==> src/inc/sfwf_map.vh <==
`ifndef SFWF_MAP_VH
`define SFWF_MAP_VH

// Word registers
`define SFWF_A_TAG 8'h78
`define SFWF_A_BYTE0 8'h79
`define SFWF_A_BYTE1 8'h7A
`define SFWF_A_BYTE2 8'h7B
`define SFWF_A_BYTE3 8'h7C
`define SFWF_A_BYTE4 8'h7D
`define SFWF_A_BYTE5 8'h7E

// Configuration and status registers
`define SFWF_A_BRATE 8'h10
`define SFWF_A_ORATE 8'h11
`define SFWF_A_MODE 8'h12
`define SFWF_A_GYCFG 8'h13
`define SFWF_A_XLCFG 8'h14
`define SFWF_A_BATCH 8'h15
`define SFWF_A_AUXV 8'h16
`define SFWF_A_LEVEL 8'h17

// Reset value of every configuration register
`define SFWF_CFG_RST 8'h00

// BATCH register bits
`define SFWF_B_CH2_HOST 0
`define SFWF_B_CH2_FSM 1
`define SFWF_B_NOTCH 2
`define SFWF_B_CFGCHG 3
`define SFWF_B_COMPR 4
`define SFWF_B_TS_EN 5
`define SFWF_B_PEDO 6
`define SFWF_B_STEP 7

// AUXV register bits
`define SFWF_B_ROT 4
`define SFWF_B_GRAV 5
`define SFWF_B_BIAS 6

// Source codes in tag bits 7:3
`define SFWF_T_EMPTY 5'h00
`define SFWF_T_GYRO 5'h01
`define SFWF_T_ACCEL 5'h02
`define SFWF_T_TEMP 5'h03
`define SFWF_T_TS 5'h04
`define SFWF_T_CFG 5'h05
`define SFWF_T_STEP 5'h12
`define SFWF_T_ROT 5'h13
`define SFWF_T_BIAS 5'h16
`define SFWF_T_GRAV 5'h17
`define SFWF_T_CH2 5'h1D
`define SFWF_T_FE 5'h1F

// Timestamp decimation periods in time slots
`define SFWF_DEC1 6'h01
`define SFWF_DEC2 6'h08
`define SFWF_DEC3 6'h20

// Gyroscope startup time
`define SFWF_GYRO_START_MS 70
`define SFWF_CLK_KHZ 25000

`endif

==> src/verilog/sfwf_formatter.v <==
// Local design decision: the strobed register port.
`timescale 1ns/1ps
`include "sfwf_map.vh"

module sfwf_formatter #(
  parameter DEPTH = 8,
  parameter AW = 3,
  parameter GYRO_START_CYCLES = `SFWF_GYRO_START_MS * `SFWF_CLK_KHZ
) (
  // Clock and reset
  input wire clock,
  input wire sys_rst,
  // Register port
  input wire [7:0] reg_addr,
  input wire [7:0] reg_wdata,
  input wire reg_wr,
  input wire reg_rd,
  output reg [7:0] reg_rdata,
  // Rate ticks from the sensor path
  input wire accel_bdr_tick,
  input wire gyro_bdr_tick,
  input wire accel_odr_tick,
  input wire fe_tick_240,
  input wire temp_tick,
  input wire fusion_tick,
  input wire step_evt,
  input wire ch2_fsm_request,
  // Sample data
  input wire [15:0] accel_x,
  input wire [15:0] accel_y,
  input wire [15:0] accel_z,
  input wire [15:0] gyro_x,
  input wire [15:0] gyro_y,
  input wire [15:0] gyro_z,
  input wire [15:0] ch2_x,
  input wire [15:0] ch2_y,
  input wire [15:0] ch2_z,
  input wire [15:0] fe_sample,
  input wire [15:0] temp_value,
  input wire [31:0] timestamp,
  input wire [15:0] step_count,
  input wire [15:0] rot_x,
  input wire [15:0] rot_y,
  input wire [15:0] rot_z,
  input wire [15:0] grav_x,
  input wire [15:0] grav_y,
  input wire [15:0] grav_z,
  input wire [15:0] bias_x,
  input wire [15:0] bias_y,
  input wire [15:0] bias_z,
  // State seen by the sensor path
  output reg [1:0] time_slot_counter,
  output reg ch2_batch_state,
  output reg gyro_startup_busy
);

  // Source indices, lowest wins a push slot
  localparam S_GYRO = 4'd0;
  localparam S_ACCEL = 4'd1;
  localparam S_CH2 = 4'd2;
  localparam S_FE = 4'd3;
  localparam S_CFG = 4'd4;
  localparam S_TS = 4'd5;
  localparam S_TEMP = 4'd6;
  localparam S_STEP = 4'd7;
  localparam S_ROT = 4'd8;
  localparam S_GRAV = 4'd9;
  localparam S_BIAS = 4'd10;
  localparam S_NONE = 4'd15;

  // Configuration registers
  reg [7:0] brate_r;
  reg [7:0] orate_r;
  reg [7:0] mode_r;
  reg [7:0] gycfg_r;
  reg [7:0] xlcfg_r;
  reg [7:0] batch_r;
  reg [7:0] auxv_r;

  wire [3:0] accel_batch_rate = brate_r[3:0];
  wire [3:0] gyro_batch_rate = brate_r[7:4];
  wire [3:0] accel_output_rate = orate_r[3:0];
  wire [3:0] gyro_output_rate = orate_r[7:4];
  wire [2:0] accel_op_mode = mode_r[2:0];
  wire [2:0] gyro_op_mode = mode_r[6:4];
  wire gyro_filter_enable = mode_r[7];
  wire [2:0] gyro_filter_bandwidth = gycfg_r[2:0];
  wire [2:0] gyro_full_scale = gycfg_r[7:5];
  wire accel_filter_enable = xlcfg_r[0];
  wire [2:0] accel_filter_bandwidth = xlcfg_r[3:1];
  wire frontend_batch_enable = xlcfg_r[4];
  wire [1:0] accel_full_scale = xlcfg_r[7:6];
  wire ch2_batch_host_enable = batch_r[`SFWF_B_CH2_HOST];
  wire ch2_batch_fsm_enable = batch_r[`SFWF_B_CH2_FSM];
  wire frontend_notch_select = batch_r[`SFWF_B_NOTCH];
  wire cfg_change_batch_enable = batch_r[`SFWF_B_CFGCHG];
  wire runtime_compression_enable = batch_r[`SFWF_B_COMPR];
  wire timestamp_enable = batch_r[`SFWF_B_TS_EN];
  wire pedometer_enable = batch_r[`SFWF_B_PEDO];
  wire step_batch_enable = batch_r[`SFWF_B_STEP];
  wire [1:0] temp_batch_rate = auxv_r[1:0];
  wire [1:0] timestamp_decimation = auxv_r[3:2];
  wire rotation_batch_enable = auxv_r[`SFWF_B_ROT];
  wire gravity_batch_enable = auxv_r[`SFWF_B_GRAV];
  wire bias_batch_enable = auxv_r[`SFWF_B_BIAS];

  // Word store and pointers
  reg [55:0] mem [0:DEPTH-1];
  reg [AW-1:0] wr_ptr_r;
  reg [AW-1:0] rd_ptr_r;
  reg [AW:0] count_r;

  reg [10:0] pend_r;
  reg aux_arm_r;
  reg cfg_req_r;
  reg fe_phase_r;
  reg [5:0] ts_dec_cnt_r;
  reg [31:0] start_cnt_r;

  // Picks the lowest set index of the eligible mask
  function [3:0] sfwf_first;
    input [10:0] m;
    integer i;
    begin
      sfwf_first = S_NONE;
      for (i = 10; i >= 0; i = i - 1) begin
        if (m[i]) begin
          sfwf_first = i[3:0];
        end
      end
    end
  endfunction

  // Decimation period for the timestamp field
  function [5:0] sfwf_dec;
    input [1:0] f;
    begin
      case (f)
        2'd1: sfwf_dec = `SFWF_DEC1;
        2'd2: sfwf_dec = `SFWF_DEC2;
        default: sfwf_dec = `SFWF_DEC3;
      endcase
    end
  endfunction

  // Batch events of each source
  wire ch2_state_nxt = ch2_batch_host_enable |
    (ch2_batch_fsm_enable & ch2_fsm_request);
  wire g_evt = gyro_bdr_tick & (|gyro_batch_rate);
  wire a_evt = accel_bdr_tick & (|accel_batch_rate);
  wire c_evt = accel_odr_tick & ch2_batch_state;
  wire f_evt = fe_tick_240 & frontend_batch_enable &
    (~frontend_notch_select | fe_phase_r);
  wire main_evt = g_evt | a_evt | c_evt | f_evt;
  wire step_ok = step_evt & pedometer_enable & step_batch_enable;
  wire rot_ok = fusion_tick & rotation_batch_enable;
  wire grav_ok = fusion_tick & gravity_batch_enable;
  wire bias_ok = fusion_tick & bias_batch_enable;
  wire virt_evt = step_ok | rot_ok | grav_ok | bias_ok;
  wire temp_ok = temp_tick & (|temp_batch_rate);
  wire ts_run = timestamp_enable & (|timestamp_decimation);
  wire ts_hit = main_evt & ts_run &
    (ts_dec_cnt_r >= sfwf_dec(timestamp_decimation) - 6'd1);
  wire cfg_fire = cfg_req_r & (main_evt | virt_evt);

  // Auxiliary words only drain behind a main event or a config firing, and behind the main words
  wire aux_ok = aux_arm_r & ~(|pend_r[3:0]);
  wire [10:0] elig = pend_r & {4'hF, aux_ok, aux_ok, aux_ok, 4'hF};
  wire full = (count_r == DEPTH[AW:0]);
  wire [3:0] sel = full ? S_NONE : sfwf_first(elig);
  wire push = (sel != S_NONE);
  wire pop = reg_rd & (reg_addr == `SFWF_A_BYTE5) & (count_r != 0);

  wire [10:0] set_vec = {bias_ok, grav_ok, rot_ok, step_ok, temp_ok,
    ts_hit | cfg_fire, cfg_fire, f_evt, c_evt, a_evt, g_evt};
  wire [10:0] clr_vec = push ? (11'h001 << sel) : 11'h000;

  // Word assembly for the selected source
  reg [4:0] code;
  reg [47:0] data;
  always @* begin
    code = `SFWF_T_EMPTY;
    data = 48'h0000_0000_0000;
    case (sel)
      S_GYRO: begin
        code = `SFWF_T_GYRO;
        data = {gyro_z, gyro_y, gyro_x};
      end
      S_ACCEL: begin
        code = `SFWF_T_ACCEL;
        data = {accel_x, accel_y, accel_z};
      end
      S_CH2: begin
        code = `SFWF_T_CH2;
        data = {ch2_x, ch2_y, ch2_z};
      end
      S_FE: begin
        code = `SFWF_T_FE;
        data = {32'h0000_0000, fe_sample};
      end
      S_CFG: begin
        code = `SFWF_T_CFG;
        data = {gyro_batch_rate, accel_batch_rate,
          gyro_output_rate, accel_output_rate,
          runtime_compression_enable, gyro_startup_busy, ch2_batch_state, 5'h00,
          accel_full_scale, 1'b0, frontend_batch_enable,
          accel_filter_bandwidth, accel_filter_enable,
          gyro_full_scale, 2'h0, gyro_filter_bandwidth,
          gyro_filter_enable, gyro_op_mode, 1'b0, accel_op_mode};
      end
      S_TS: begin
        code = `SFWF_T_TS;
        data = {gyro_batch_rate, accel_batch_rate,
          1'b0, frontend_batch_enable, ch2_batch_state, 5'h00,
          timestamp};
      end
      S_TEMP: begin
        code = `SFWF_T_TEMP;
        data = {32'h0000_0000, temp_value};
      end
      S_STEP: begin
        code = `SFWF_T_STEP;
        data = {timestamp, step_count};
      end
      S_ROT: begin
        code = `SFWF_T_ROT;
        data = {rot_z, rot_y, rot_x};
      end
      S_GRAV: begin
        code = `SFWF_T_GRAV;
        data = {grav_x, grav_y, grav_z};
      end
      S_BIAS: begin
        code = `SFWF_T_BIAS;
        data = {bias_z, bias_y, bias_x};
      end
      default: begin
        code = `SFWF_T_EMPTY;
        data = 48'h0000_0000_0000;
      end
    endcase
  end

  // Head word; an empty store reads as the empty code
  wire [55:0] head = (count_r != 0) ? mem[rd_ptr_r] : 56'h0000_0000_0000_00;

  // A write to a supported setting register, or a channel 2 flip, asks for a config word
  wire cfg_addr = (reg_addr == `SFWF_A_BRATE) | (reg_addr == `SFWF_A_ORATE) |
    (reg_addr == `SFWF_A_MODE) | (reg_addr == `SFWF_A_GYCFG) |
    (reg_addr == `SFWF_A_XLCFG) | (reg_addr == `SFWF_A_BATCH);
  wire ch2_flip = ch2_state_nxt != ch2_batch_state;
  wire cfg_set = cfg_change_batch_enable & ((reg_wr & cfg_addr) | ch2_flip);
  wire gyro_wake = reg_wr & (reg_addr == `SFWF_A_MODE) &
    (gyro_op_mode == 3'h0) & (reg_wdata[6:4] != 3'h0);

  // Configuration register writes
  always @(posedge clock) begin
    if (sys_rst) begin
      brate_r <= `SFWF_CFG_RST;
      orate_r <= `SFWF_CFG_RST;
      mode_r <= `SFWF_CFG_RST;
      gycfg_r <= `SFWF_CFG_RST;
      xlcfg_r <= `SFWF_CFG_RST;
      batch_r <= `SFWF_CFG_RST;
      auxv_r <= `SFWF_CFG_RST;
    end else if (reg_wr) begin
      case (reg_addr)
        `SFWF_A_BRATE: brate_r <= reg_wdata;
        `SFWF_A_ORATE: orate_r <= reg_wdata;
        `SFWF_A_MODE: mode_r <= reg_wdata;
        `SFWF_A_GYCFG: gycfg_r <= reg_wdata;
        `SFWF_A_XLCFG: xlcfg_r <= reg_wdata;
        `SFWF_A_BATCH: batch_r <= reg_wdata;
        `SFWF_A_AUXV: auxv_r <= reg_wdata;
        default: brate_r <= brate_r;
      endcase
    end
  end

  // Read data, one cycle after the strobe
  always @(posedge clock) begin
    if (sys_rst) begin
      reg_rdata <= 8'h00;
    end else if (reg_rd) begin
      case (reg_addr)
        `SFWF_A_TAG: reg_rdata <= head[7:0];
        `SFWF_A_BYTE0: reg_rdata <= head[15:8];
        `SFWF_A_BYTE1: reg_rdata <= head[23:16];
        `SFWF_A_BYTE2: reg_rdata <= head[31:24];
        `SFWF_A_BYTE3: reg_rdata <= head[39:32];
        `SFWF_A_BYTE4: reg_rdata <= head[47:40];
        `SFWF_A_BYTE5: reg_rdata <= head[55:48];
        `SFWF_A_BRATE: reg_rdata <= brate_r;
        `SFWF_A_ORATE: reg_rdata <= orate_r;
        `SFWF_A_MODE: reg_rdata <= mode_r;
        `SFWF_A_GYCFG: reg_rdata <= gycfg_r;
        `SFWF_A_XLCFG: reg_rdata <= xlcfg_r;
        `SFWF_A_BATCH: reg_rdata <= batch_r;
        `SFWF_A_AUXV: reg_rdata <= auxv_r;
        `SFWF_A_LEVEL: reg_rdata <= {{(7 - AW){1'b0}}, count_r};
        default: reg_rdata <= 8'h00;
      endcase
    end else begin
      reg_rdata <= 8'h00;
    end
  end

  // Word store; tag carries code and slot, bit 0 reads zero
  always @(posedge clock) begin
    if (push) begin
      mem[wr_ptr_r] <= {data, code, time_slot_counter, 1'b0};
    end
  end

  // Pointers and fill level; a full store stalls the pending sources
  always @(posedge clock) begin
    if (sys_rst) begin
      wr_ptr_r <= {AW{1'b0}};
      rd_ptr_r <= {AW{1'b0}};
      count_r <= {(AW + 1){1'b0}};
    end else begin
      if (push) begin
        wr_ptr_r <= wr_ptr_r + 1'b1;
      end
      if (pop) begin
        rd_ptr_r <= rd_ptr_r + 1'b1;
      end
      if (push & ~pop) begin
        count_r <= count_r + 1'b1;
      end else if (pop & ~push) begin
        count_r <= count_r - 1'b1;
      end
    end
  end

  // Pending flags; a new event wins over the clear of its own push
  always @(posedge clock) begin
    if (sys_rst) begin
      pend_r <= 11'h000;
      aux_arm_r <= 1'b0;
    end else begin
      pend_r <= (pend_r & ~clr_vec) | set_vec;
      if (main_evt | cfg_fire) begin
        aux_arm_r <= 1'b1;
      end else if (aux_ok & ~(|pend_r[6:4])) begin
        aux_arm_r <= 1'b0;
      end
    end
  end

  // Slot counter advances once per cycle that holds a main event;
  // aligned ticks of slower sources fold into the fastest one
  always @(posedge clock) begin
    if (sys_rst) begin
      time_slot_counter <= 2'b00;
    end else if (main_evt) begin
      time_slot_counter <= time_slot_counter + 2'b01;
    end
  end

  // Timestamp decimation counts slots
  always @(posedge clock) begin
    if (sys_rst) begin
      ts_dec_cnt_r <= 6'h00;
    end else if (~ts_run) begin
      ts_dec_cnt_r <= 6'h00;
    end else if (main_evt) begin
      ts_dec_cnt_r <= ts_hit ? 6'h00 : ts_dec_cnt_r + 6'h01;
    end
  end

  // Front-end phase halves the 240 Hz tick when the notch is on
  always @(posedge clock) begin
    if (sys_rst) begin
      fe_phase_r <= 1'b0;
    end else if (fe_tick_240) begin
      fe_phase_r <= ~fe_phase_r;
    end
  end

  // Channel 2 state; the change is seen with a cycle of lag, so one
  // sample may land on the wrong side of the config word
  always @(posedge clock) begin
    if (sys_rst) begin
      ch2_batch_state <= 1'b0;
    end else begin
      ch2_batch_state <= ch2_state_nxt;
    end
  end

  // Config request; a new change wins over the firing clear
  always @(posedge clock) begin
    if (sys_rst) begin
      cfg_req_r <= 1'b0;
    end else if (cfg_set) begin
      cfg_req_r <= 1'b1;
    end else if (cfg_fire) begin
      cfg_req_r <= 1'b0;
    end
  end

  // Gyro startup window after leaving power-down
  always @(posedge clock) begin
    if (sys_rst) begin
      start_cnt_r <= 32'h0000_0000;
      gyro_startup_busy <= 1'b0;
    end else if (gyro_wake) begin
      start_cnt_r <= GYRO_START_CYCLES[31:0];
      gyro_startup_busy <= 1'b1;
    end else if (start_cnt_r > 32'h0000_0001) begin
      start_cnt_r <= start_cnt_r - 32'h0000_0001;
    end else begin
      start_cnt_r <= 32'h0000_0000;
      gyro_startup_busy <= 1'b0;
    end
  end

endmodule

==> config.mk <==
export PLATFORM = sky130hd
export DESIGN_NAME = sfwf_formatter
export DESIGN_NICKNAME = d
export VERILOG_FILES = /design/src/verilog/sfwf_formatter.v
export VERILOG_INCLUDE_DIRS = /design/src /design/src/inc
export SDC_FILE = /design/constraint.sdc
export NUM_CORES = 1
export LEC_CHECK = 0
export BUFFER_PORTS_ARGS = -buffer_cell sky130_fd_sc_hd__buf_2
export CAP_MARGIN = 20
export CORE_AREA = 5 5 230 400
export CTS_CLUSTER_DIAMETER = 50
export DETAILED_ROUTE_END_ITERATION = 8
export DIE_AREA = 0 0 235 405
export HOLD_SLACK_MARGIN = 0.03
export MAX_ROUTING_LAYER = met4
export PLACE_DENSITY_LB_ADDON = 0.05
export SLEW_MARGIN = 15
export SYNTH_ARGS = -nofsm -noshare
export SYNTH_HDL_FRONTEND = slang
export SYNTH_SLANG_ARGS = --single-unit
==> constraint.sdc <==
create_clock -name clock -period 8.6 [get_ports clock]
set_input_delay 0.86 -clock clock [delete_from_list [all_inputs] [get_ports clock]]
set_output_delay 0.86 -clock clock [all_outputs]
set_load 0.01 [all_outputs]
Word level (Yosys, flattened, before mapping)
Memories as Yosys holds them, arrays and structs flattened. A register that Yosys moved wholly into a read port is not among the register bits.
Index checks and enable logic that the tools add are counted.

word-level totals
  register bits = 130
  bits in writable memories = 440
  output and inout port bits = 12
  memories kept = 1

cells by class
  $add $sub $neg = 8
  order comparisons = 2
  eq/ne operators = 31
  shift-type cells = 1
  multiplexer cells = 33
  bitwise gates (word level) = 57
  reduce and logical (&&, ||, !) cells = 23

memory list
  name  depth  bits a word  read ports  clocked after Yosys merged registers in  write ports  RTL line              text
  mem   8      55           1           1                                        1            sfwf_formatter.v:108  reg [55:0] mem [0:DEPTH-1];

operators with widths
  kind                     count
  $pmux W48 S11            1
  $pmux W8 S15             1
  $eq A8 B5 Y1 const B     8
  $eq A8 B7 Y1 const B     7
  $mux W56                 1
  $pmux W5 S11             1
  $mux W4                  13
  $mux W21                 2
  $gt A32 B1 Y1 const B    1
  $sub A32 B1 Y32 const B  1
  $and A1 B1 Y1            27
  $and A11 B11 Y11         2
  $or A1 B1 Y1             17
  $eq A4 B3 Y1 const B     4
  $eq A4 B4 Y1 const B     4
  $reduce_and A2 Y1        7
  $pmux W6 S2              1
  $reduce_or A4 Y1         3
  $mux W11                 1
  $not A11 Y11             1
  $or A11 B11 Y11          1
  $shl A1 B4 Y11 const A   1
  $mux W3                  3
  $not A1 Y1               9
  23 further kinds         38

Longest topological paths before layout
Gate-level depths: netlist of run 1.

  depth in word-level cells = 21
  depth in mapped cells = 13
  gate-level depth less buffers = 11

Worst setup path before layout of run 1
OpenSTA, ideal clock, no wires.

  path type = flip-flop to flip-flop
  start = register pend_r[2]
  end = memory mem[2][0] in the netlist's numbering, enable pin
  library setup time = 0.547 ns
  arrival = 5.774 ns
  data required time = 8.053 ns
  path slack = 2.279 ns
  cell stages (with the launch flop) = 8
  path buffers = 2
  path through = dfxtp_1 -> buf_4 -> or4_1 -> clkbuf_1 -> nor2_1 -> a21oi_1 -> nand2b_1 -> nor3b_1

on the way
  word-level cells in the longest chain between the ends = 15

ends and longest elaborated chain
  element                          RTL line              text
  start: declaration               sfwf_formatter.v:113  reg [10:0] pend_r;
  start signal: assignment         sfwf_formatter.v:342  pend_r <= (pend_r & ~clr_vec) | set_vec;
  $reduce_or A4 Y1                 sfwf_formatter.v:167  wire aux_ok = aux_arm_r & ~(|pend_r[3:0]);
  $not A1 Y1                       sfwf_formatter.v:167
  $and A1 B1 Y1                    sfwf_formatter.v:167
  $and A11 B11 Y11 *               sfwf_formatter.v:168  wire [10:0] elig = pend_r & {4'hF, aux_ok, aux_ok, aux_ok, 4'hF};
  $mux W4 (4 in a row)             sfwf_formatter.v:127  if (m[i]) begin
  $mux W4 * (3 in a row)           sfwf_formatter.v:127
  $mux W4 *                        sfwf_formatter.v:170  wire [3:0] sel = full ? S_NONE : sfwf_first(elig);
  $ne A4 B4 Y1 *                   sfwf_formatter.v:171  wire push = (sel != S_NONE);
  via push                         sfwf_formatter.v:171
  $mux W1 *                        sfwf_formatter.v:310  if (push) begin
  $mux W1 (implied by the code) *  sfwf_formatter.v:311  mem[wr_ptr_r] <= {data, code, time_slot_counter, 1'b0};
  end: declaration                 sfwf_formatter.v:108

Mark *: on every way through the listed nets, which the timed path passes. The rest lies on a longest branch.

Final worst setup path of run 1
  start = register pend_r[0]
  end = memory mem[1][49] in the netlist's numbering (data pin)

on the way
  word-level cells in the longest chain between the ends = 14
  elaborated cells on any way between the ends = 24
  those cells by class = 10 x eq/ne; 9 x mux; 3 x bitwise; 2 x reduce/logical

ends and longest elaborated chain
  element                                     RTL line              text
  $reduce_or A4 Y1                            sfwf_formatter.v:167
  $not A1 Y1                                  sfwf_formatter.v:167
  $and A1 B1 Y1                               sfwf_formatter.v:167
  $and A11 B11 Y11 *                          sfwf_formatter.v:168
  $mux W4 (6 in a row)                        sfwf_formatter.v:127
  $mux W4 *                                   sfwf_formatter.v:127
  $mux W4 *                                   sfwf_formatter.v:170
  $eq A4 B4 Y1, or another cell as far along  sfwf_formatter.v:184  case (sel)
  $pmux W48 S11 *                             sfwf_formatter.v:184
  via data[42]                                sfwf_formatter.v:180  reg [47:0] data;

Marked as above.

==> results of run 1 <==
-- where the power goes --
part | total, mW | internal [mW] | switching (mW)
registers | 3.08 | 3.01 | 0.0706
logic | 0.651 | 0.272 | 0.379
clock network | 2.77 | 1.60 | 1.17
total | 6.50 | 4.89 | 1.62
-- synthesized netlist by cell type (39+ instances only) --
cell,instances
nor2_1,113
dfxtp_1,133
nand2_1,222
mux2i_1,58
a22o_1,39
buf_2,48
nand3_1,66
mux4_2,104
a22oi_1,57
o21ai_0,73
clkbuf_1,66
edfxtp_1,440
a21oi_1,107
-- per-layer routing --
layer	vias to the layer above	global-route usage (%)	part of all wire, %
met2	943	49.3	53
met3	186	3.14	4.7
met4	0	8.43	3.6
met1	10600	31.4	38
met5	-	-	0
li1	8749	-	-
-- worst paths after layout --
path / to / slack, ns
setup reg to reg: mem[1][49] / 4.23
hold reg to reg: gycfg_r[4] / 0.46
setup / recovery: mem[1][49] / 4.23
hold / removal: gycfg_r[4] / 0.46
-- critical path, stage by stage (launching register included) --
cell,delay [ns]
dfxtp_1,0.54
or4_1,0.63
buf_4,0.24
nor2_4,0.32
nand2_2,0.31
nor2_2,0.73
a22oi_1,0.48
nand3_1,0.27
a221o_1,0.52
-- flip-flops by register name, summed over array words and instances, names as in the netlist, named ones only --
register,flops
rd_ptr_r,3
pend_r,11
ch2_batch_state,1
ts_dec_cnt_r,6
wr_ptr_r,3
cfg_req_r,1
batch_r,8
xlcfg_r,8
brate_r,8
fe_phase_r,1
aux_arm_r,1
start_cnt_r,32
mem,440
reg_rdata,8
auxv_r,8
count_r,4
mode_r,8
time_slot_counter,2
orate_r,8
gyro_startup_busy,1
gycfg_r,8
-- per-stage QoR --
stage                     setup WS (ns)  hold WS [ns]  power [mW]
final                              4.23         0.460        6.50
after global routing               4.15         0.478        6.75
after CTS                          4.23         0.459        6.58
after detailed placement           4.23         0.451        3.79
after global placement             4.34         0.447        3.78
after floorplan                    2.28         0.432        3.54
-- final cells by class --
class	instances	share of cell area [%]
Sequential cell	573	49.8
Timing Repair Buffer	464	7.77
Multi-Input combinational cell	1280	31.1
Tap cell	1176	4.61
Inverter	19	0.223
Clock inverter	32	0.996
Antenna cell	5	0.0392
Clock buffer	81	5.48
-- kinds of logic after synthesis --
group,synth area share (%)
AO/OA/AOI/OAI,12.7
AND/OR/NAND/NOR,11.0
buffers and inverters,2.41
flip-flops,60.3
XOR/XNOR,1.33
multiplexers,11.5
adder cells (fa/ha/maj),0.789
==> implementation parameters, run 1 <==
Parameter                              Value

Synth
  Synthesis-stage register bit count    573
  Post-Syn Nets    2413
  Combined area of all synthesized cells    0.0263 mm²
  Sequential share of the synthesized area    60.3%
  Most area-consuming cells after synthesis    edfxtp_1 (50%), dfxtp_1 (10%), mux4_2 (8.9%)
  Syn_area_per_cell    13.2 µm²
  Synth warn    0
  Prevailing post-synth register cell    edfxtp_1
  Area share of the largest cell type after synthesis    50.2%
  Area leader, netlist    edfxtp_1
  Post-Syn Instances    2001
  Synth cell types    84
  Number of enable flip-flop cells after synthesis    440
  Async set-reset flop share out of synthesis    0%

Hold path
  Worst hold path startpoint    gycfg_r[4]
  Class of the tightest hold or removal check    flip-flop to flip-flop
  Number of instances on the worst hold path    2

Status
  Outcome    complete, no violations

Floorplan
  Standard cell core area    0.0887 mm²
  Initial core utilization    29.7%
  Ports    408
  Number of core rows    145
  DIE AREA    0.0952 mm²
  Die width    235 µm
  Height of the chip    405 µm

Detailed routing
  Drt first pass iters    7
  Detailed Route Iter0 Violations    2238
  Vias    20400
  Routed WL per cell    35.5 µm
  Post-DR vias/cell    5.63
  Final routed wirelength across all metal layers    129000 µm
  Remaining antenna violation count after routing    0
  Remaining DRCs    0

Global routing
  Number of global-route vias before repair    21300
  Global route total overflow    0
  Number of antenna violations at the first check in global routing    14
  Global Route Usage Sum    27.1%
  Pin count of the biggest net entering global routing    77
  First-pass GRT wire length    176000 µm

Final layout
  Total number of nets in the final design    2816
  Most frequent cells in the layout    edfxtp_1 (440), buf_2 (406), nand2_1 (222)
  Area of the multi-input gates    0.00993 mm²
  Most common library cell in the layout ignoring fill and taps    edfxtp_1
  Final core utilization    36.0%
  Filler Cell Count    8713
  Number of standard cells in the layout, taps in and fillers out    3630
  Design area    0.0319 mm²
  Area grow syn2layout    21.3%
  Sequential cell area    0.0159 mm²
  Fraction of final layout cells with drive strength greater than 1    29.4%

STA
  Final number of hold-violating endpoints    0
  Clock Skew    0.0259 ns
  Max-slew violation total from the final report    0
  Final setup violating endpoints    0
  Shortest period the worst path allows    4.37 ns
  Summed negative setup slack over all endpoints    0 ns
  Max Freq    229 MHz
  Slew margin rel.    21.3%
  Fraction of the cycle the final worst path needs    50.8%
  Actual slew at the worst max-slew pin    1.17 ns
  Setup repair after global routing missed its margin    false

Power
  Reported leakage power    11.1 nW
  Peak supply drop    0.000127 V
  Pwr per Cell Area    204 mW/mm²

Place
  Count of input and output buffers    407
  Standard cell area after detailed placement    0.0298 mm²
  Post-DP HPWL    96800 µm
  Gp weighted congestion    0.965
  Cell count after placement    3512

CTS
  # H-tree levels    3
  Worst-skew pair later-pin latency    0.63 ns
  Bufs on Longest Clock Path    3
  Clock sinks    573
  Number of hold buffers added after cts    0
  Clock-pin transition on the worst setup and hold timing paths    0.06 ns
  PostCTS Resize Cnt    0
  Post-CTS repair timing setup buffer count    0
  TritonCTS clock tree    built
  Root cell of the clock tree    clkbuf_16
  CTS Buf Count    66

Job
  Max Cap Violations    0

Setup path
  Length in cells of the worst reg-to-reg path    8
  Critical setup path kind    flip-flop to flip-flop
  Arrival time of data at the critical path endpoint    4.71 ns
  Startpoint of the lowest-slack register-to-register path    pend_r[0]
  Required time reported for the critical path endpoint    8.95 ns
  Endpoint type of the worst setup path    flip-flop
  Nature of the critical path startpoint    flip-flop
  Worst setup startpoint    pend_r[0]
  Maximum fanout along the worst path    19
Power figures use the tool's default switching activity.
==> inputs of run 2 (changes only) <==
==> constraint.sdc (replaced) <==
create_clock -name clock -period 3.86 [get_ports clock]
set_input_delay 0.386 -clock clock [delete_from_list [all_inputs] [get_ports clock]]
set_output_delay 0.386 -clock clock [all_outputs]
set_load 0.01 [all_outputs]
==> run 2 against run 1 <==
Compared with the run above:
- clock-buffer cell count fell by 17
- utilization is 0.95 points higher
- register-to-register slack worse by 4.1 ns
- sequential power up 120%
- maximum frequency up 17%
- global-route usage grew 0.25 points
- via count grew 2.9%
- combinational power grew 130%
- critical path depth increased by 1
- critical endpoint is now mem[1][38]
- largest power group unchanged
==> implementation parameters, run 2 (synthesis results as in run 1) <==
Parameter                              Value

Status
  Outcome    complete, no violations

Setup path
  Startpoint of the lowest-slack register-to-register path    pend_r[3]
  Worst path slowest cell    dfxtp_1
  Maximum single-stage delay on the critical path    0.67 ns
  Capturing point of the worst reg2reg path    mem[1][38]
  Required time reported for the critical path endpoint    4.25 ns
  Cell breakdown of the critical path    inv_1 > a31oi_4 > nor2_1 > nor3_1 > nor2_4 > buf_12 > a222oi_1 > nand4_1 > buf_4
  Register-to-Register Setup Slack    0.12 ns
  Maximum fanout along the worst path    38
  Length in cells of the worst reg-to-reg path    9
  Critical setup path kind    flip-flop to flip-flop
  Arrival time of data at the critical path endpoint    4.13 ns
  Endpoint type of the worst setup path    flip-flop
  Nature of the critical path startpoint    flip-flop

Detailed routing
  Detailed Route Iter0 Violations    2068
  Remaining DRCs    0
  Vias    21000
  Remaining antenna violation count after routing    0
  Post-DR vias/cell    5.65
  Drt first pass iters    6
  Routed WL per cell    35.1 µm
  Final routed wirelength across all metal layers    131000 µm

STA
  Setup repair after global routing missed its margin    false
  Shortest period the worst path allows    3.74 ns
  Slew margin rel.    24.6%
  Fraction of the cycle the final worst path needs    97.0%
  Final number of hold-violating endpoints    0
  Max-slew violation total from the final report    0
  Final setup violating endpoints    0
  Worst hold slack    0.0902 ns
  Max Freq    267 MHz
  Actual slew at the worst max-slew pin    1.13 ns
  Clock Skew    0.0203 ns

Job
  Max Cap Violations    0

Hold path
  Worst hold path startpoint    accel_odr_tick
  Class of the tightest hold or removal check    input pin to flip-flop
  Hold endpoint    pend_r[2]
  Number of instances on the worst hold path    3

Final layout
  Most frequent cells in the layout    edfxtp_1 (440), buf_2 (407), nand2_1 (222)
  Total number of nets in the final design    2901
  Fraction of final layout cells with drive strength greater than 1    32.2%
  Biggest register    mem
  Flip-flop count of the largest register after layout    440
  Area grow syn2layout    24.5%
  Area of the multi-input gates    0.00997 mm²
  Filler Cell Count    8688
  Design area    0.0328 mm²
  Most common library cell in the layout ignoring fill and taps    edfxtp_1
  Final core utilization    36.9%
  Sequential cell area    0.0159 mm²
  Largest registers    mem: 440 flops, start_cnt_r: 32 flops, pend_r: 11 flops

Floorplan
  Height of the chip    405 µm
  Ports    408
  Standard cell core area    0.0887 mm²
  Initial core utilization    29.7%
  DIE AREA    0.0952 mm²
  Number of core rows    145
  Die width    235 µm

CTS
  Root cell of the clock tree    clkbuf_16
  CTS Buf Count    59
  TritonCTS clock tree    built
  Clock sinks    573
  Bufs on Longest Clock Path    3
  Post-CTS repair timing setup buffer count    0
  Worst-skew pair later-pin latency    0.64 ns
  Clock-pin transition on the worst setup and hold timing paths    0.06 ns
  # H-tree levels    2

Power
  Pwr per Cell Area    433 mW/mm²
  Net switching share of the total power    25.6%
  Internal power consumption    10.6 mW
  Clock network fraction of total power    41.0%
  Part of the total power dissipated in sequential elements    48.3%
  Reported leakage power    11.6 nW
  Peak supply drop    0.000310 V
  Net switching power    3.64 mW
  Combinational cell fraction of total power    10.7%

Place
  Count of input and output buffers    407
  Gp weighted congestion    0.997
  Standard cell area after detailed placement    0.0308 mm²
  Post-DP HPWL    102000 µm

Global routing
  Layer carrying the most global-route usage    met2
  First-pass GRT wire length    178000 µm
  Global-route met1 utilization    32.2%
  Met3 track demand over resource in global routing    3.03%
  Number of antenna violations at the first check in global routing    13
  Number of global-route vias before repair    21700
  Met2 track demand over resource    47.6%
  Global Route Usage Sum    27.4%
  Pin count of the biggest net entering global routing    56
  Global route total overflow    0
==> run 2: cell count changes in the layout (fill, tap and decap cells not counted), moves of 3 or more <==
| cell | change |
|---|---|
| dlygate4sd3_1 | +3 |
| nor3b_2 | -3 |
| nor3b_4 | +3 |
| clkbuf_16 | -9 |
| buf_12 | +19 |
| clkinv_2 | +11 |
| clkinv_4 | +3 |
| clkbuf_1 | -8 |
| buf_4 | +69 |
==> run 2: final cells by class <==
class | instances | area share [%]
antenna | 7 | 0.0535
clock buffer | 64 | 4.56
clock inverter | 47 | 1.36
inverter | 19 | 0.218
multi-input combinational | 1280 | 30.4
sequential | 573 | 48.5
tap | 1176 | 4.49
timing repair buffer | 556 | 10.4
==> run 2: worst max-delay path by stage <==
stage          startpoint         end  slack [ns]  cells past startpoint
2_1_floorplan   pend_r[2]   mem[2][0]       -0.54                      7
6_report        pend_r[3]  mem[1][38]        0.12                      9
3_5_place_dp    pend_r[3]  count_r[3]        0.02                     13
5_1_grt        count_r[0]  mem[6][38]        0.05                     10
4_1_cts         pend_r[3]  count_r[3]        0.03                     13
3_3_place_gp    pend_r[3]  count_r[3]        0.03                     13
==> run 2: metrics by stage <==
stage	cells	setup TNS [ns]	power, mW	setup WS [ns]
floorplan	2001	-146.55	7.88	-0.544
finish	3722	0	14.2	0.117
CTS	3714	0	14.4	0.0293
global placement	3600	0	8.48	0.0259
global route	3720	0	14.7	0.0535
detailed placement	3600	0	8.50	0.0199
==> run 2: timing repair <==
action                                  4_1_cts  5_1_grt
gates resized for setup                       0        1
endpoints found under the setup margin        0        1
hold buffers                                  3        0
hold endpoints to repair                      3        0
==> run 2: worst max-delay path, delay by kind of cell, from the launching register on <==
family                 cells  cell delay, ns
AOI/OAI and AO/OA          2            0.81
buffers and inverters      3            0.73
and+or+nand+nor            4            1.25
DFF                        1            0.67
==> run 2: power groups by stage <==
stage	clock network (mW)	registers (mW)	logic, mW
2_1_floorplan	0	6.96	0.916
3_3_place_gp	0	6.98	1.50
3_5_place_dp	0	6.99	1.51
4_1_cts	5.97	6.86	1.53
5_1_grt	6.20	6.87	1.67
6_report	5.83	6.86	1.52
==> run 2: layer usage <==
metal	vias to the layer above	routed length, µm	part of all wire (%)
met2	984	66900	51
met4	0	7060	5.4
met5	-	0	0
met1	10900	49500	38
met3	224	7010	5.4
li1	8919	-	-
==> inputs of run 3 (changes only) <==
--- a/config.mk
+++ b/config.mk
@@ -8,6 +8,8 @@
 export LEC_CHECK = 0
 export BUFFER_PORTS_ARGS = -buffer_cell sky130_fd_sc_hd__buf_2
 export CAP_MARGIN = 20
+export CELL_PAD_IN_SITES_DETAIL_PLACEMENT = 1
+export CELL_PAD_IN_SITES_GLOBAL_PLACEMENT = 2
 export CORE_AREA = 5 5 230 400
 export CTS_CLUSTER_DIAMETER = 50
 export DETAILED_ROUTE_END_ITERATION = 8
==> run 3 against run 2 <==
Compared with the run above:
- critical path depth is the same
- combinational power about the same
- final cell count up 0.21%
- flip-flop and latch count unchanged
- clock-buffer cell count increased by 12
- setup slack improved by 0.19 ns
- highest routed layer unchanged
- routed wire length rose by 2.3%
- register-to-register slack better by 0.19 ns
- utilization barely moved
- power decreased by 1.4%
- die area unchanged
==> implementation parameters, run 3 (synthesis results as in run 1) <==
Parameter                              Value

Job
  Max Cap Violations    0

Floorplan
  Initial core utilization    29.7%
  Ports    408
  Number of core rows    145
  Height of the chip    405 µm
  Standard cell core area    0.0887 mm²
  DIE AREA    0.0952 mm²
  Die width    235 µm

Detailed routing
  Detailed Route Iter0 Violations    1584
  Remaining antenna violation count after routing    0
  Post-DR vias/cell    5.55
  Final routed wirelength across all metal layers    134000 µm
  Vias    20700
  Routed WL per cell    35.8 µm
  Remaining DRCs    0
  Drt first pass iters    5

Final layout
  Sequential cell area    0.0159 mm²
  Largest registers    mem: 440 flops, start_cnt_r: 32 flops, pend_r: 11 flops
  Number of standard cells in the layout, taps in and fillers out    3730
  Total number of nets in the final design    2909
  Most common library cell in the layout ignoring fill and taps    edfxtp_1
  Area of the multi-input gates    0.00996 mm²
  Fraction of final layout cells with drive strength greater than 1    32.3%
  Filler Cell Count    9511
  Flip-flop count of the largest register after layout    440
  Most frequent cells in the layout    edfxtp_1 (440), buf_2 (406), nand2_1 (222)
  Biggest register    mem
  Design area    0.0328 mm²
  Area grow syn2layout    24.6%
  Final core utilization    36.9%

Setup path
  Nature of the critical path startpoint    flip-flop
  Endpoint type of the worst setup path    flip-flop
  Arrival time of data at the critical path endpoint    3.87 ns
  Required time reported for the critical path endpoint    4.17 ns
  Maximum fanout along the worst path    20
  Register-to-Register Setup Slack    0.30 ns
  Critical setup path kind    flip-flop to flip-flop

CTS
  Worst-skew pair later-pin latency    0.63 ns
  CTS Buf Count    59
  Clock sinks    573
  Clock-pin transition on the worst setup and hold timing paths    0.06 ns
  TritonCTS clock tree    built
  # H-tree levels    2
  Root cell of the clock tree    clkbuf_16
  Bufs on Longest Clock Path    3

STA
  Final number of hold-violating endpoints    0
  Actual slew at the worst max-slew pin    1.08 ns
  Shortest period the worst path allows    3.56 ns
  Fraction of the cycle the final worst path needs    92.1%
  Clock Skew    0.0472 ns
  Setup repair after global routing missed its margin    false
  Slew margin rel.    27.5%
  Worst hold slack    0.0995 ns
  Final setup violating endpoints    0
  Max-slew violation total from the final report    0
  Max Freq    281 MHz

Global routing
  Number of global-route vias before repair    22600
  Pin count of the biggest net entering global routing    79
  Number of antenna violations at the first check in global routing    9
  Global route total overflow    0
  Global-route met1 utilization    30.9%
  Met3 track demand over resource in global routing    2.99%
  Global Route Usage Sum    28.1%
  Layer carrying the most global-route usage    met2
  Met2 track demand over resource    52.2%
  First-pass GRT wire length    183000 µm

Power
  Reported leakage power    11.6 nW
  Internal power consumption    10.5 mW
  Clock network fraction of total power    40.2%
  Pwr per Cell Area    427 mW/mm²
  Combinational cell fraction of total power    10.7%
  Net switching power    3.53 mW
  Part of the total power dissipated in sequential elements    49.0%
  Peak supply drop    0.000357 V
  Net switching share of the total power    25.2%

Place
  Cell count after placement    3607
  Post-DP HPWL    105000 µm
  Count of input and output buffers    407
  Gp weighted congestion    0.981
  Standard cell area after detailed placement    0.0308 mm²

Status
  Outcome    complete, no violations

Hold path
  Class of the tightest hold or removal check    input pin to flip-flop
-- run 3: cell types whose count changed in the layout (fill, tap and decap cells not counted), moves of 2 or more --
| cell | previous run | this run |
|---|---|---|
| buf_4 | 126 | 136 |
| clkbuf_8 | 0 | 5 |
| bufinv_16 | 6 | 2 |
| clkbuf_1 | 5 | 9 |
| clkinv_2 | 13 | 9 |
| clkbuf_16 | 59 | 61 |
| clkinv_4 | 4 | 2 |
| diode_2 | 7 | 9 |
-- run 3: area by class of cell --
cell class              count  area share (%)
flip-flops and latches    573            48.5
multi-input cells        1280            30.4
repair buffers            564            10.6
clock buffers              76            4.99
well taps                1176            4.49
clock inverters            33           0.802
inverters                  19           0.218
diodes                      9          0.0687
-- run 3: critical path, cell delays in order, from the launching register on --
cell      delay, ns
dfxtp_1        0.44
o31ai_1        0.61
and3_1         0.55
nand2_1        0.19
nor2_4         0.41
buf_12         0.23
buf_4          0.14
a221o_1        0.13
a221oi_1       0.05
o21ai_1        0.47
-- run 3: through the flow --
| step | setup WS, ns | total power, mW | TNS (ns) |
|---|---|---|---|
| after detailed placement | -0.0573 | 8.52 | -0.458 |
| after CTS | 0.0407 | 14.2 | 0 |
| final | 0.303 | 14.0 | 0 |
| after global placement | 0.0634 | 8.47 | 0 |
| after global routing | 0.110 | 14.5 | 0 |
| after floorplan | -0.544 | 7.88 | -146.55 |
-- run 3: power by group through the flow --
stage	registers, mW	clock network, mW	logic [mW]
after floorplan	6.96	0	0.916
after global placement	6.99	0	1.49
after detailed placement	7.00	0	1.52
after CTS	6.87	5.78	1.53
after global routing	6.88	6.00	1.64
final	6.87	5.63	1.50
-- run 3: what timing repair did --
action | in CTS | in global routing
pin swaps | 0 | 2
endpoints found under the hold margin | 5 | 0
resized for setup | 1 | 0
endpoints found under the setup margin | 8 | 16
hold buffers | 3 | 0
buffers inserted | 0 | 2
-- run 3: path summary, 6_finish.rpt --
kind | from | endpoint | cells past startpoint
max | pend_r[4] | mem[4][25] | 9
min | reg_wdata[1] | brate_r[1] | 3
max reg2reg | pend_r[4] | mem[4][25] | 9
min reg2reg | gycfg_r[3] | gycfg_r[3] | 2
-- run 3: per-layer routing --
metal	vias to the layer above	routed length, µm
met5	-	0
li1	8944	-
met4	0	6160
met3	178	5220
met1	10800	49400
met2	745	72800
